===== config.mk =====
export PLATFORM = sky130hd
export DESIGN_NAME = pohp_regs
export DESIGN_NICKNAME = d
export VERILOG_FILES = /design/src/rtl/pohp_pkg.sv /design/src/rtl/pohp_regs.sv
export SDC_FILE = /design/constraint.sdc
export NUM_CORES = 1
export LEC_CHECK = 0
export BUFFER_PORTS_ARGS = -buffer_cell sky130_fd_sc_hd__buf_2
export CAP_MARGIN = 20
export CORE_UTILIZATION = 35
export DETAILED_ROUTE_END_ITERATION = 16
export GPL_ROUTABILITY_DRIVEN = 0
export GPL_TIMING_DRIVEN = 0
export MAX_ROUTING_LAYER = met4
export PLACE_DENSITY = 0.59
export SYNTH_ARGS = -nofsm -noshare
export SYNTH_HDL_FRONTEND = slang
export SYNTH_SLANG_ARGS = --single-unit

===== constraint.sdc =====
create_clock -name clk_in -period 4.2 [get_ports clk_in]
set_input_delay 0.42 -clock clk_in [delete_from_list [all_inputs] [get_ports clk_in]]
set_output_delay 0.42 -clock clk_in [all_outputs]
set_load 0.005 [all_outputs]

===== src/rtl/pohp_pkg.sv =====
// constants shared by the output-disable, holdover-release and fine-phase register bank
// assumes a byte-wide register port with read data one cycle after the read strobe
package pohp_pkg;
	localparam int unsigned ADDR_WIDTH = 8;
	localparam int unsigned DATA_WIDTH = 8;
	localparam logic [7:0] OFS_DISABLE = 8'h14;
	localparam logic [7:0] OFS_CORE_CTRL = 8'h19;
	localparam logic [7:0] OFS_FINE_PHASE = 8'h1A;
	localparam logic [7:0] OFS_PRI_STATUS = 8'h20;
	localparam logic [7:0] OFS_IRQ_STATUS = 8'h30;
	localparam logic [7:0] OFS_IRQ_MASK = 8'h31;
	localparam logic [7:0] RST_DISABLE = 8'h00;
	localparam logic [7:0] RST_CORE_CTRL = 8'h00;
	localparam logic [7:0] RST_FINE_PHASE = 8'h00;
	localparam logic [7:0] MASK_DISABLE = 8'h1F;
	localparam logic [7:0] MASK_CORE_CTRL = 8'h06;
	localparam int unsigned BIT_FRAME_HI122_OFF = 4;
	localparam int unsigned BIT_FRAME_LO244_OFF = 3;
	localparam int unsigned BIT_FRAME_LO61_OFF = 2;
	localparam int unsigned BIT_CLK_6M312_OFF = 1;
	localparam int unsigned BIT_CLK_19M44_OFF = 0;
	localparam int unsigned BIT_MANUAL_RELEASE = 2;
	localparam int unsigned BIT_AUTO_INHIBIT = 1;
	localparam int unsigned BIT_FREQ_LO = 3;
	localparam int unsigned BIT_ACQ_HOLDOVER = 1;
	localparam int unsigned BIT_LEGACY_LOCK = 0;
	// interrupt status bits: holdover entry, holdover exit, manual release
	localparam int unsigned IRQ_HOLD_ENTER = 0;
	localparam int unsigned IRQ_HOLD_EXIT = 1;
	localparam int unsigned IRQ_RELEASE = 2;
	localparam int unsigned IRQ_COUNT = 3;
	localparam int unsigned STEP_PS = 477;
	localparam int unsigned CLK_PERIOD_NS = 50;
	// phase slews by at most one step per slew interval
	localparam int unsigned SLEW_INTERVAL_NS = 1000;
	localparam int unsigned SLEW_CYCLES = (SLEW_INTERVAL_NS + CLK_PERIOD_NS - 1) / CLK_PERIOD_NS;
	typedef enum logic [1:0] {
		FREQ_19M44 = 2'h0,
		FREQ_8K = 2'h1,
		FREQ_1M544 = 2'h2,
		FREQ_2M048 = 2'h3
	} pohp_freq_type;
	typedef enum logic [1:0] {
		CORE_NORMAL = 2'h0,
		CORE_AUTO_HOLD = 2'h1,
		CORE_RELEASED = 2'h3
	} pohp_core_type;
endpackage


===== src/rtl/pohp_regs.sv =====
// register bank for output disables, holdover release control, fine phase shift and primary status
// assumes reg_*_in strobes are one cycle, synchronous to clk_in, never both high together
`timescale 1ns/1ps
module pohp_regs
	import pohp_pkg::*;
#(
	parameter int unsigned SLEW_CYCLES_P = SLEW_CYCLES
)
(
	input  wire logic                         clk_in,
	input  wire logic                         reset_in,
	input  wire logic [pohp_pkg::ADDR_WIDTH-1:0] reg_addr_in,
	input  wire logic [pohp_pkg::DATA_WIDTH-1:0] reg_wdata_in,
	input  wire logic                         reg_write_in,
	input  wire logic                         reg_read_in,
	output logic      [pohp_pkg::DATA_WIDTH-1:0] reg_rdata_out,
	input  wire logic [1:0]                   ref_freq_code_in,
	input  wire logic                         primary_acq_holdover_in,
	input  wire logic                         legacy_lock_flag_in,
	output logic                              frame_pulse_hi122_oe_out,
	output logic                              frame_pulse_lo244_oe_out,
	output logic                              frame_pulse_lo61_oe_out,
	output logic                              clk_out_6m312_oe_out,
	output logic                              clk_out_19m44_oe_out,
	output logic                              core_hold_out,
	output logic                              holdover_release_out,
	output logic      [pohp_pkg::DATA_WIDTH-1:0] fine_phase_target_out,
	output logic      [pohp_pkg::DATA_WIDTH-1:0] fine_phase_applied_out,
	output logic                              irq_out
);
	import pohp_pkg::*;

	// the slew counter is 16 bits wide, and a zero interval would wrap to one step every 65536 cycles
	if (SLEW_CYCLES_P < 1 || SLEW_CYCLES_P > 65535)
	begin
		$error("SLEW_CYCLES_P out of range");
	end

	typedef struct packed {
		logic [7:0]     disable_bits;
		logic [7:0]     core_ctrl;
		logic [7:0]     fine_phase;
		logic [7:0]     applied_phase;
		logic [15:0]    slew_cnt;
		pohp_core_type  core_state;
		logic           acq_hold_prev;
		logic           release_pulse;
		logic [IRQ_COUNT-1:0] irq_status;
		logic [IRQ_COUNT-1:0] irq_mask;
		logic [7:0]     rdata;
		logic           irq;
		logic [4:0]     out_en;
		logic           core_hold;
	} pohp_state_type;

	pohp_state_type state_q;
	pohp_state_type state_d;

	function automatic logic hit(input logic [7:0] addr, input logic [7:0] ofs);
		hit = (addr == ofs);
	endfunction

	logic [7:0] status_word;
	logic       wr_disable;
	logic       wr_core;
	logic       wr_phase;
	logic       rise_release;
	logic       hold_enter;
	logic       hold_exit;
	logic [IRQ_COUNT-1:0] events;

	always_comb
	begin
		// reserved bits of the status read as zero
		status_word = 8'h00;
		status_word[BIT_FREQ_LO +: 2] = ref_freq_code_in;
		status_word[BIT_ACQ_HOLDOVER] = primary_acq_holdover_in;
		status_word[BIT_LEGACY_LOCK] = legacy_lock_flag_in;
		wr_disable = reg_write_in && hit(reg_addr_in, OFS_DISABLE);
		wr_core = reg_write_in && hit(reg_addr_in, OFS_CORE_CTRL);
		wr_phase = reg_write_in && hit(reg_addr_in, OFS_FINE_PHASE);
		// edge of the level-sensitive release bit; host clears it on the next write
		rise_release = wr_core && reg_wdata_in[BIT_MANUAL_RELEASE]
			&& !state_q.core_ctrl[BIT_MANUAL_RELEASE];
		hold_enter = primary_acq_holdover_in && !state_q.acq_hold_prev;
		hold_exit = !primary_acq_holdover_in && state_q.acq_hold_prev;
		events = '0;
		events[IRQ_HOLD_ENTER] = hold_enter;
		events[IRQ_HOLD_EXIT] = hold_exit;

		state_d = state_q;
		state_d.acq_hold_prev = primary_acq_holdover_in;
		state_d.release_pulse = 1'b0;
		if (wr_disable)
			state_d.disable_bits = reg_wdata_in & MASK_DISABLE;
		if (wr_core)
			state_d.core_ctrl = reg_wdata_in & MASK_CORE_CTRL;
		if (wr_phase)
			state_d.fine_phase = reg_wdata_in;

		unique case (state_q.core_state)
			CORE_NORMAL:
			begin
				if (hold_enter)
					state_d.core_state = CORE_AUTO_HOLD;
			end
			CORE_AUTO_HOLD:
			begin
				// release bit only counts while the inhibit bit is set
				if (rise_release && state_q.core_ctrl[BIT_AUTO_INHIBIT])
				begin
					state_d.core_state = CORE_RELEASED;
					state_d.release_pulse = 1'b1;
					events[IRQ_RELEASE] = 1'b1;
				end
				else if (hold_exit && !state_q.core_ctrl[BIT_AUTO_INHIBIT])
					state_d.core_state = CORE_NORMAL;
			end
			CORE_RELEASED:
			begin
				if (hold_enter)
					state_d.core_state = CORE_AUTO_HOLD;
				else
					state_d.core_state = CORE_NORMAL;
			end
			default:
				state_d.core_state = CORE_NORMAL;
		endcase

		// slew the applied offset one step at a time toward the target
		if (state_q.applied_phase == state_q.fine_phase)
			state_d.slew_cnt = '0;
		else if (state_q.slew_cnt >= 16'(SLEW_CYCLES_P - 1))
		begin
			state_d.slew_cnt = '0;
			if ($signed(state_q.fine_phase) > $signed(state_q.applied_phase))
				state_d.applied_phase = state_q.applied_phase + 8'h01;
			else
				state_d.applied_phase = state_q.applied_phase - 8'h01;
		end
		else
			state_d.slew_cnt = state_q.slew_cnt + 16'h0001;

		if (reg_write_in && hit(reg_addr_in, OFS_IRQ_MASK))
			state_d.irq_mask = reg_wdata_in[IRQ_COUNT-1:0];
		// set wins over write-one-to-clear
		if (reg_write_in && hit(reg_addr_in, OFS_IRQ_STATUS))
			state_d.irq_status = state_q.irq_status & ~reg_wdata_in[IRQ_COUNT-1:0];
		state_d.irq_status = state_d.irq_status | events;
		state_d.irq = |(state_d.irq_status & state_d.irq_mask);
		// enables and hold flag are registered so the pins never see decode glitches
		state_d.out_en = ~state_d.disable_bits[4:0];
		state_d.core_hold = (state_d.core_state == CORE_AUTO_HOLD);

		// writes to the status address fall through untouched
		state_d.rdata = 8'h00;
		if (reg_read_in)
		begin
			unique case (reg_addr_in)
				OFS_DISABLE:    state_d.rdata = state_q.disable_bits;
				OFS_CORE_CTRL:  state_d.rdata = state_q.core_ctrl;
				OFS_FINE_PHASE: state_d.rdata = state_q.fine_phase;
				OFS_PRI_STATUS: state_d.rdata = status_word;
				OFS_IRQ_STATUS: state_d.rdata = {{(8-IRQ_COUNT){1'b0}}, state_q.irq_status};
				OFS_IRQ_MASK:   state_d.rdata = {{(8-IRQ_COUNT){1'b0}}, state_q.irq_mask};
				default:        state_d.rdata = 8'h00;
			endcase
		end
	end

	always_ff @(posedge clk_in or posedge reset_in)
	begin
		if (reset_in)
		begin
			state_q.disable_bits <= RST_DISABLE;
			state_q.core_ctrl <= RST_CORE_CTRL;
			state_q.fine_phase <= RST_FINE_PHASE;
			state_q.applied_phase <= RST_FINE_PHASE;
			state_q.slew_cnt <= 16'h0000;
			state_q.core_state <= CORE_NORMAL;
			state_q.acq_hold_prev <= 1'b0;
			state_q.release_pulse <= 1'b0;
			state_q.irq_status <= '0;
			state_q.irq_mask <= '0;
			state_q.rdata <= 8'h00;
			state_q.irq <= 1'b0;
			state_q.out_en <= ~RST_DISABLE[4:0];
			state_q.core_hold <= 1'b0;
		end
		else
			state_q <= state_d;
	end

	// enables are the inverse of the disable bits
	assign frame_pulse_hi122_oe_out = state_q.out_en[BIT_FRAME_HI122_OFF];
	assign frame_pulse_lo244_oe_out = state_q.out_en[BIT_FRAME_LO244_OFF];
	assign frame_pulse_lo61_oe_out = state_q.out_en[BIT_FRAME_LO61_OFF];
	assign clk_out_6m312_oe_out = state_q.out_en[BIT_CLK_6M312_OFF];
	assign clk_out_19m44_oe_out = state_q.out_en[BIT_CLK_19M44_OFF];
	assign core_hold_out = state_q.core_hold;
	assign holdover_release_out = state_q.release_pulse;
	assign fine_phase_target_out = state_q.fine_phase;
	assign fine_phase_applied_out = state_q.applied_phase;
	assign reg_rdata_out = state_q.rdata;
	assign irq_out = state_q.irq;
endmodule


==> results of run 1 <==
## sequential cells by signal, indices dropped and copies added, names as in the netlist
register                  cells
clk_out_6m312_oe_out          1
frame_pulse_hi122_oe_out      1
reg_rdata_out                 8
core_hold_out                 1
fine_phase_applied_out        8
irq_out                       1
frame_pulse_lo244_oe_out      1
fine_phase_target_out         8
clk_out_19m44_oe_out          1
state_q                      32
frame_pulse_lo61_oe_out       1
holdover_release_out          1
## worst max-delay path: cells and delay by family, from the launching register on
kind,cells,cell delay [ns]
flops,1,0.39
simple gates,3,0.96
xor+xnor,1,0.13
fa+ha+maj,2,0.58
buf+inv,2,0.12
compound gates,4,0.93
mux,1,0.16
## cell usage after synthesis, types with 3 or more instances
library cell	count	area, µm²
nand2b_1	6	37.5
inv_1	21	78.8
mux2i_1	7	70.1
nor2b_1	4	25.0
buf_4	26	195
mux2_2	14	158
a222oi_1	3	30.0
o21ai_0	9	45.0
a22oi_1	4	30.0
dfrtp_1	59	1480
nand2_1	12	45.0
and3_1	5	31.3
a21oi_1	10	50.1
xnor2_1	4	35.0
nor2_1	17	63.8
nor4_1	3	18.8
nor3_1	3	15.0
nand3_1	9	45.0
dfstp_2	5	131
xor2_1	6	52.6
ha_1	15	188
## power breakdown
group	switching (mW)	total (mW)	internal [mW]
Sequential	0.0629	0.755	0.692
Combinational	0.390	0.794	0.404
Clock	0.246	0.641	0.395
Total	0.699	2.19	1.49
## metrics by stage
step | utilization, % | area [µm²]
after floorplan | - | 3150
after global placement | 41.0 | 3560
after detailed placement | 41.2 | 3580
after CTS | 44.0 | 3820
after global routing | 44.0 | 3820
final | 44.0 | 3820
## kinds of logic after synthesis
family	count (synthesis)	share of synthesized area, %
flip-flops	64	51.6
XOR/XNOR	10	2.81
other	1	0.120
AO/OA/AOI/OAI	40	8.48
AND/OR/NAND/NOR	76	14.0
buffers and inverters	48	8.92
adder cells (fa/ha/maj)	16	6.67
multiplexers	21	7.32
## final timing paths
path                                           start                         to  slack (ns)  cells past startpoint
setup / recovery           fine_phase_applied_out[7]  fine_phase_applied_out[7]        0.85                     13
hold / removal                              reset_in       holdover_release_out        0.13                      2
setup reg to reg           fine_phase_applied_out[7]  fine_phase_applied_out[7]        0.85                     13
hold reg to reg                          state_q[25]                state_q[25]        0.46                      1
max in group asynchronous                   reset_in   frame_pulse_hi122_oe_out        3.40                      3
min in group clk_in          primary_acq_holdover_in                state_q[22]        0.24                      1
## layer usage
| metal | up-vias | wire length [µm] |
|---|---|---|
| met5 | - | 0 |
| met4 | 0 | 51 |
| met3 | 5 | 221 |
| met2 | 43 | 3070 |
| met1 | 1062 | 2880 |
| li1 | 1081 | - |
## layout make-up
cell class,count,area (µm²),share of cell area [%]
sequential,64,1610,42.1
multi-input combinational,174,1260,33.1
timing repair buffer,55,290,7.60
buffer,27,199,5.21
tap,108,135,3.54
clock buffer,9,124,3.24
clock inverter,7,120,3.14
inverter,21,78.8,2.06
==> run summary, run 1 <==
status: finished clean
CTS tree: yes
Cells after DPL: 449
Cells after Synth: 276
Rel. slew slack: 41.0%
Top Usage Layer GRT: met2
share of layout cells above drive strength 1: 34.7%
WL/cell: 13.4 µm
number of cell rows: 34
M3 GR Usage: 3.08%
IO buf count: 54
pre-CTS setup slack: 0.855 ns
commonest non-fill, non-tap cell in the layout: dfrtp_1
Crit-path slowest cell: or4_1
clk buf depth: 2
vias in the first global route: 2,116
slowest cell delay on critical path: 0.50 ns
met1 GRT Util: 19.0%
CP Class: reg2reg
Routed Antenna Nets: 0
sequential area share after synthesis: 51.6%
CTS Sinks: 64
Final Slew Violations: 0
Nets: 392
Area Growth Syn to Fin: 22.7%
initial antenna violation count: 0
Peak Freq: 0.298 GHz
Die Y: 96.3 µm
DR vias: 2,191
clock skew: 0.00713 ns
full die area: 0.00928 mm²
Pleak: 1.99 nW
worst setup margin: 0.849 ns
final setup TNS: 0 ns
Post-Route WL: 6.22 mm
CTS Buf Count: 9
maxcap violations: 0
maximum vdd drop: 214 µV
initial DRC count: 100
initial core utilization: 35.9%
Vias/cell: 4.71
Clk Latency, worst-skew pair: 0.34 ns
First-pass DRT Iterations: 5
crit path capture type: flop
Yosys warnings: 0
Yosys cell types: 48
Async SR Flop Fraction: 100%
CP cell instances: inv_1 > ha_1 > inv_1 > or4_1 > o21ai_0 > nand2b_1 > ha_1 > a21oi_1 > o211ai_1 > o41a_1 > nor2b_1 > mux2i_1 > xnor2_1
Residual DRC: 0
Global Route Usage Sum: 15.3%
# diodes: 0
met2 Resource Use GR: 24.3%
largest net degree at the start of global routing: 39
Hold Fails Final Rpt: 0
crit-path max FO: 7
period utilization: 79.8%
Post-Syn Area: 0.00311 mm²
crit start category: flop
most frequent cells in the layout: dfrtp_1, buf_2, buf_4, inv_1, nor2_1
min-delay worst type: in2async
RSZ-0062 raised after global routing: false
Setup Buffers After CTS: 0
Synth Area per Inst: 11.3 µm²
arrival time at the worst endpoint: 3.62 ns
worst slew pin tran: 0.878 ns
detailed placement HPWL: 4.68 mm
core area: 0.00868 mm²
Power Total: 2.19 mW
Data required, critical path: 4.47 ns
Die Wd: 96.3 µm
clk root buf: clkbuf_8
Layout Cells excl Fill: 465
num ports: 56
total gr overflow: 0
Setup violations, final: 0
Hold WS: 0.134 ns
fillers: 834
cts hold-fix bufs: 0
CTS H-tree depth: 3
flops & latches, synth: 64
EDFF count, synth: 0
clock transition at the registers of the reported paths: 0.08 ns
pwr/cell area: 573 mW/mm²
Final min period: 3.35 ns
first-pass GRT wire length: 10.1 mm
Gates resized, CTS repair: 0
ys flop type: dfrtp_1
Note: power is estimated with default switching activity, not from simulation.
==> inputs of run 2 (changes only) <==
--- a/config.mk
+++ b/config.mk
@@ -5,6 +5,7 @@
 export SDC_FILE = /design/constraint.sdc
 export NUM_CORES = 1
 export LEC_CHECK = 0
+export ABC_AREA = 1
 export BUFFER_PORTS_ARGS = -buffer_cell sky130_fd_sc_hd__buf_2
 export CAP_MARGIN = 20
 export CORE_UTILIZATION = 35
==> constraint.sdc (replaced) <==
create_clock -name clk_in -period 3.2 [get_ports clk_in]
set_input_delay 0.32 -clock clk_in [delete_from_list [all_inputs] [get_ports clk_in]]
set_output_delay 0.32 -clock clk_in [all_outputs]
set_load 0.005 [all_outputs]
==> run 2 against run 1 <==
The run now ends with hold timing left. Critical path type unchanged. Utilization is 0.29 points lower. Cell area is 5.3% higher. Non-clock buffer count stayed put. Sequential cell count stayed put. Critical path depth is 2 higher. Clock power is 22% higher. Hold slack worse by 0.14 ns.
==> run summary, run 2 <==
maximum vdd drop: 325 µV (+52%)
flop-to-flop setup slack: 0.44 ns (-0.41 ns)
Top reg by flops: state_q
CTS tree: yes
initial core utilization: 36.1% (+0.24 points)
vias in the first global route: 2,429 (+15%)
IO buf count: 55 (+1.9%)
CP startpoint: fine_phase_applied_out[7]
Setup violations, final: 0 (unchanged)
top cells by count, synth: nand2_1, dfrtp_1, inv_1
Int Power: 1.97 mW (+32%)
cts hold-fix bufs: 0 (unchanged)
core area: 0.00920 mm² (+6.0%)
Flop pwr share: 32.2% (-2.3 points)
sequential area share after synthesis: 48.4% (-3.2 points)
clock skew: 0.00769 ns (+0.000563 ns)
CP Class: reg2reg
commonest non-fill, non-tap cell in the layout: nand2_1
Routed Antenna Nets: 0 (unchanged)
pwr/cell area: 762 mW/mm² (+33%)
detailed placement HPWL: 4.84 mm (+3.3%)
Yosys warnings: 0 (unchanged)
Hold Fails Final Rpt: 10 (+10)
post-placement cell area: 0.00379 mm² (+6.1%)
RSZ-0062 raised after global routing: false
worst slew pin tran: 0.599 ns (-0.278 ns)
Combinational Power Share: 42.2% (+6.0 points)
maxcap violations: 0 (unchanged)
clk root buf: clkbuf_8
ys flop type: dfrtp_1
Clk Latency, worst-skew pair: 0.34 ns (about the same)
fillers: 911 (+9.2%)
Pleak: 2.13 nW (+7.0%)
initial DRC count: 140 (+40%)
fin util: 43.7% (-0.29 points)
reg2reg start: fine_phase_applied_out[7]
most frequent cell after synthesis: nand2_1
Yosys cell types: 38 (-21%)
full die area: 0.00988 mm² (+6.5%)
Largest register FFs: 32 (unchanged)
arrival time at the worst endpoint: 3.02 ns (-0.60 ns)
post-route design area: 0.00402 mm² (+5.3%)
num ports: 56 (unchanged)
Synth Area per Inst: 8.95 µm² (-21%)
Hold WS: -0.00218 ns (-0.136 ns)
share of layout cells above drive strength 1: 32.2% (-2.5 points)
number of cell rows: 35 (+2.9%)
Area Growth Syn to Fin: 21.1%
Post-Syn Area: 0.00332 mm² (+6.7%)
Die Y: 99.4 µm (+3.2%)
Cells after Synth: 371 (+34%)
Post-Route WL: 6.30 mm (+1.2%)
Reg2Reg Depth: 15 (+2)
crit start category: flop
most frequent cells in the layout: nand2_1, dfrtp_1, buf_2, inv_1, buf_4
Final Slew Violations: 0 (unchanged)
Data required, critical path: 3.46 ns (-1.01 ns)
CTS H-tree depth: 3 (unchanged)
Gates resized, CTS repair: 0 (unchanged)
final setup TNS: 0 ns (unchanged)
Sw Share: 35.7% (+3.8 points)
Rel. slew slack: 59.7% (+19 points)
min-delay worst type: in2async
Final min period: 2.76 ns (-0.595 ns)
switching power: 1.10 mW (+57%)
CTS Buf Count: 9 (unchanged)
largest net degree at the start of global routing: 44 (+13%)
Clock power frac: 25.6% (-3.7 points)
First-pass DRT Iterations: 4 (-1)
pre-CTS setup slack: 0.448 ns (-0.407 ns)
WL/cell: 11.2 µm (-17%)
Async SR Flop Fraction: 100% (unchanged)
first-pass GRT wire length: 11.3 mm (+11%)
Setup crit end: fine_phase_applied_out[6]
clock transition at the registers of the reported paths: 0.07 ns (about the same)
DR vias: 2,453 (+12%)
violated checks: hold timing
# diodes: 0 (unchanged)
crit path capture type: flop
crit-path max FO: 7 (unchanged)
dominant cells by area after synthesis: dfrtp_1, nand2_1, inv_1
CTS Sinks: 64 (unchanged)
Nets: 488 (+24%)
Die Wd: 99.4 µm (+3.2%)
Vias/cell: 4.35 (-7.7%)
total gr overflow: 0 (unchanged)
Synth top area share: 44.5% (-3.0 points)
worst setup margin: 0.444 ns (-0.405 ns)
period utilization: 86.1% (+6.3 points)
Peak Freq: 0.363 GHz (+22%)
Global Route Usage Sum: 15.1% (-0.28 points)
EDFF count, synth: 0 (unchanged)
initial antenna violation count: 0 (unchanged)
Setup Buffers After CTS: 0 (unchanged)
status: finished, violations left
largest area contributor in the netlist: dfrtp_1
clk buf depth: 2 (unchanged)
Residual DRC: 0 (unchanged)
flops & latches, synth: 64 (unchanged)
worst r2r dst: fine_phase_applied_out[6]
==> run 2: metrics by stage <==
step | power, mW | std cells
after global routing | 3.37 | 564
after detailed placement | 2.30 | 548
after CTS | 3.10 | 564
after floorplan | 2.01 | 381
final | 3.06 | 564
after global placement | 2.27 | 547
==> run 2: final cells by class <==
| cell class | instances | area [µm²] | share of cell area [%] |
|---|---|---|---|
| plain buffers | 26 | 203 | 5.04 |
| clock buffers | 10 | 138 | 3.42 |
| clock inverters | 6 | 91.3 | 2.27 |
| inverters | 63 | 239 | 5.94 |
| multi-input cells | 228 | 1310 | 32.5 |
| flip-flops and latches | 64 | 1610 | 40.0 |
| well taps | 111 | 139 | 3.45 |
| repair buffers | 56 | 295 | 7.34 |
==> run 2: worst min-delay path by stage <==
stage	from	endpoint	slack (ns)	depth (start not counted)
2_1_floorplan	primary_acq_holdover_in	state_q[22]	0.35	0
3_3_place_gp	state_q[25]	state_q[25]	0.45	1
3_5_place_dp	reset_in	state_q[68]	0.38	2
4_1_cts	reset_in	state_q[23]	0.004	2
5_1_grt	reset_in	state_q[24]	0.03	2
6_report	reset_in	state_q[23]	-0.002	2
==> run 2: routing by layer <==
layer  vias up  wire [µm]  global-route usage, %
met5         -          0                      -
met4         0        110                   6.11
met3        13        262                   3.30
met2        49       2810                   23.0
met1      1104       3110                   19.5
li1       1287          -                      -
==> run 2: critical path: stages, from the launching register on <==
cell and delay, ns:
dfrtp_1 0.38, inv_1 0.07, ha_1 0.33, nand2_1 0.08
nor2_1 0.14, nand4_1 0.25, nand2_1 0.34, ha_1 0.34
a21oi_1 0.16, nand2_1 0.08, nand2_1 0.09, nand2_1 0.06
nand2_1 0.06, nand2_1 0.06, xnor2_1 0.12, o21ai_0 0.13
==> run 2: power groups by stage <==
stage / Sequential (mW) / Clock (mW) / Combinational (mW)
finish: 0.987 / 0.784 / 1.29
global route: 1.00 / 0.857 / 1.51
detailed placement: 1.01 / 0 / 1.29
floorplan: 0.981 / 0 / 1.03
CTS: 0.990 / 0.811 / 1.30
global placement: 1.00 / 0 / 1.26
==> run 2: cell families after synthesis <==
family                     after synthesis  synth area share, %
DFF                                     64                 48.4
adders and majority gates               16                 6.25
other                                    1                0.113
xor gates and xnor gates                 4                 1.06
AOI/OAI and AO/OA                       49                 9.01
and+or+nand+nor                        148                 21.9
buffers and inverters                   89                 13.3
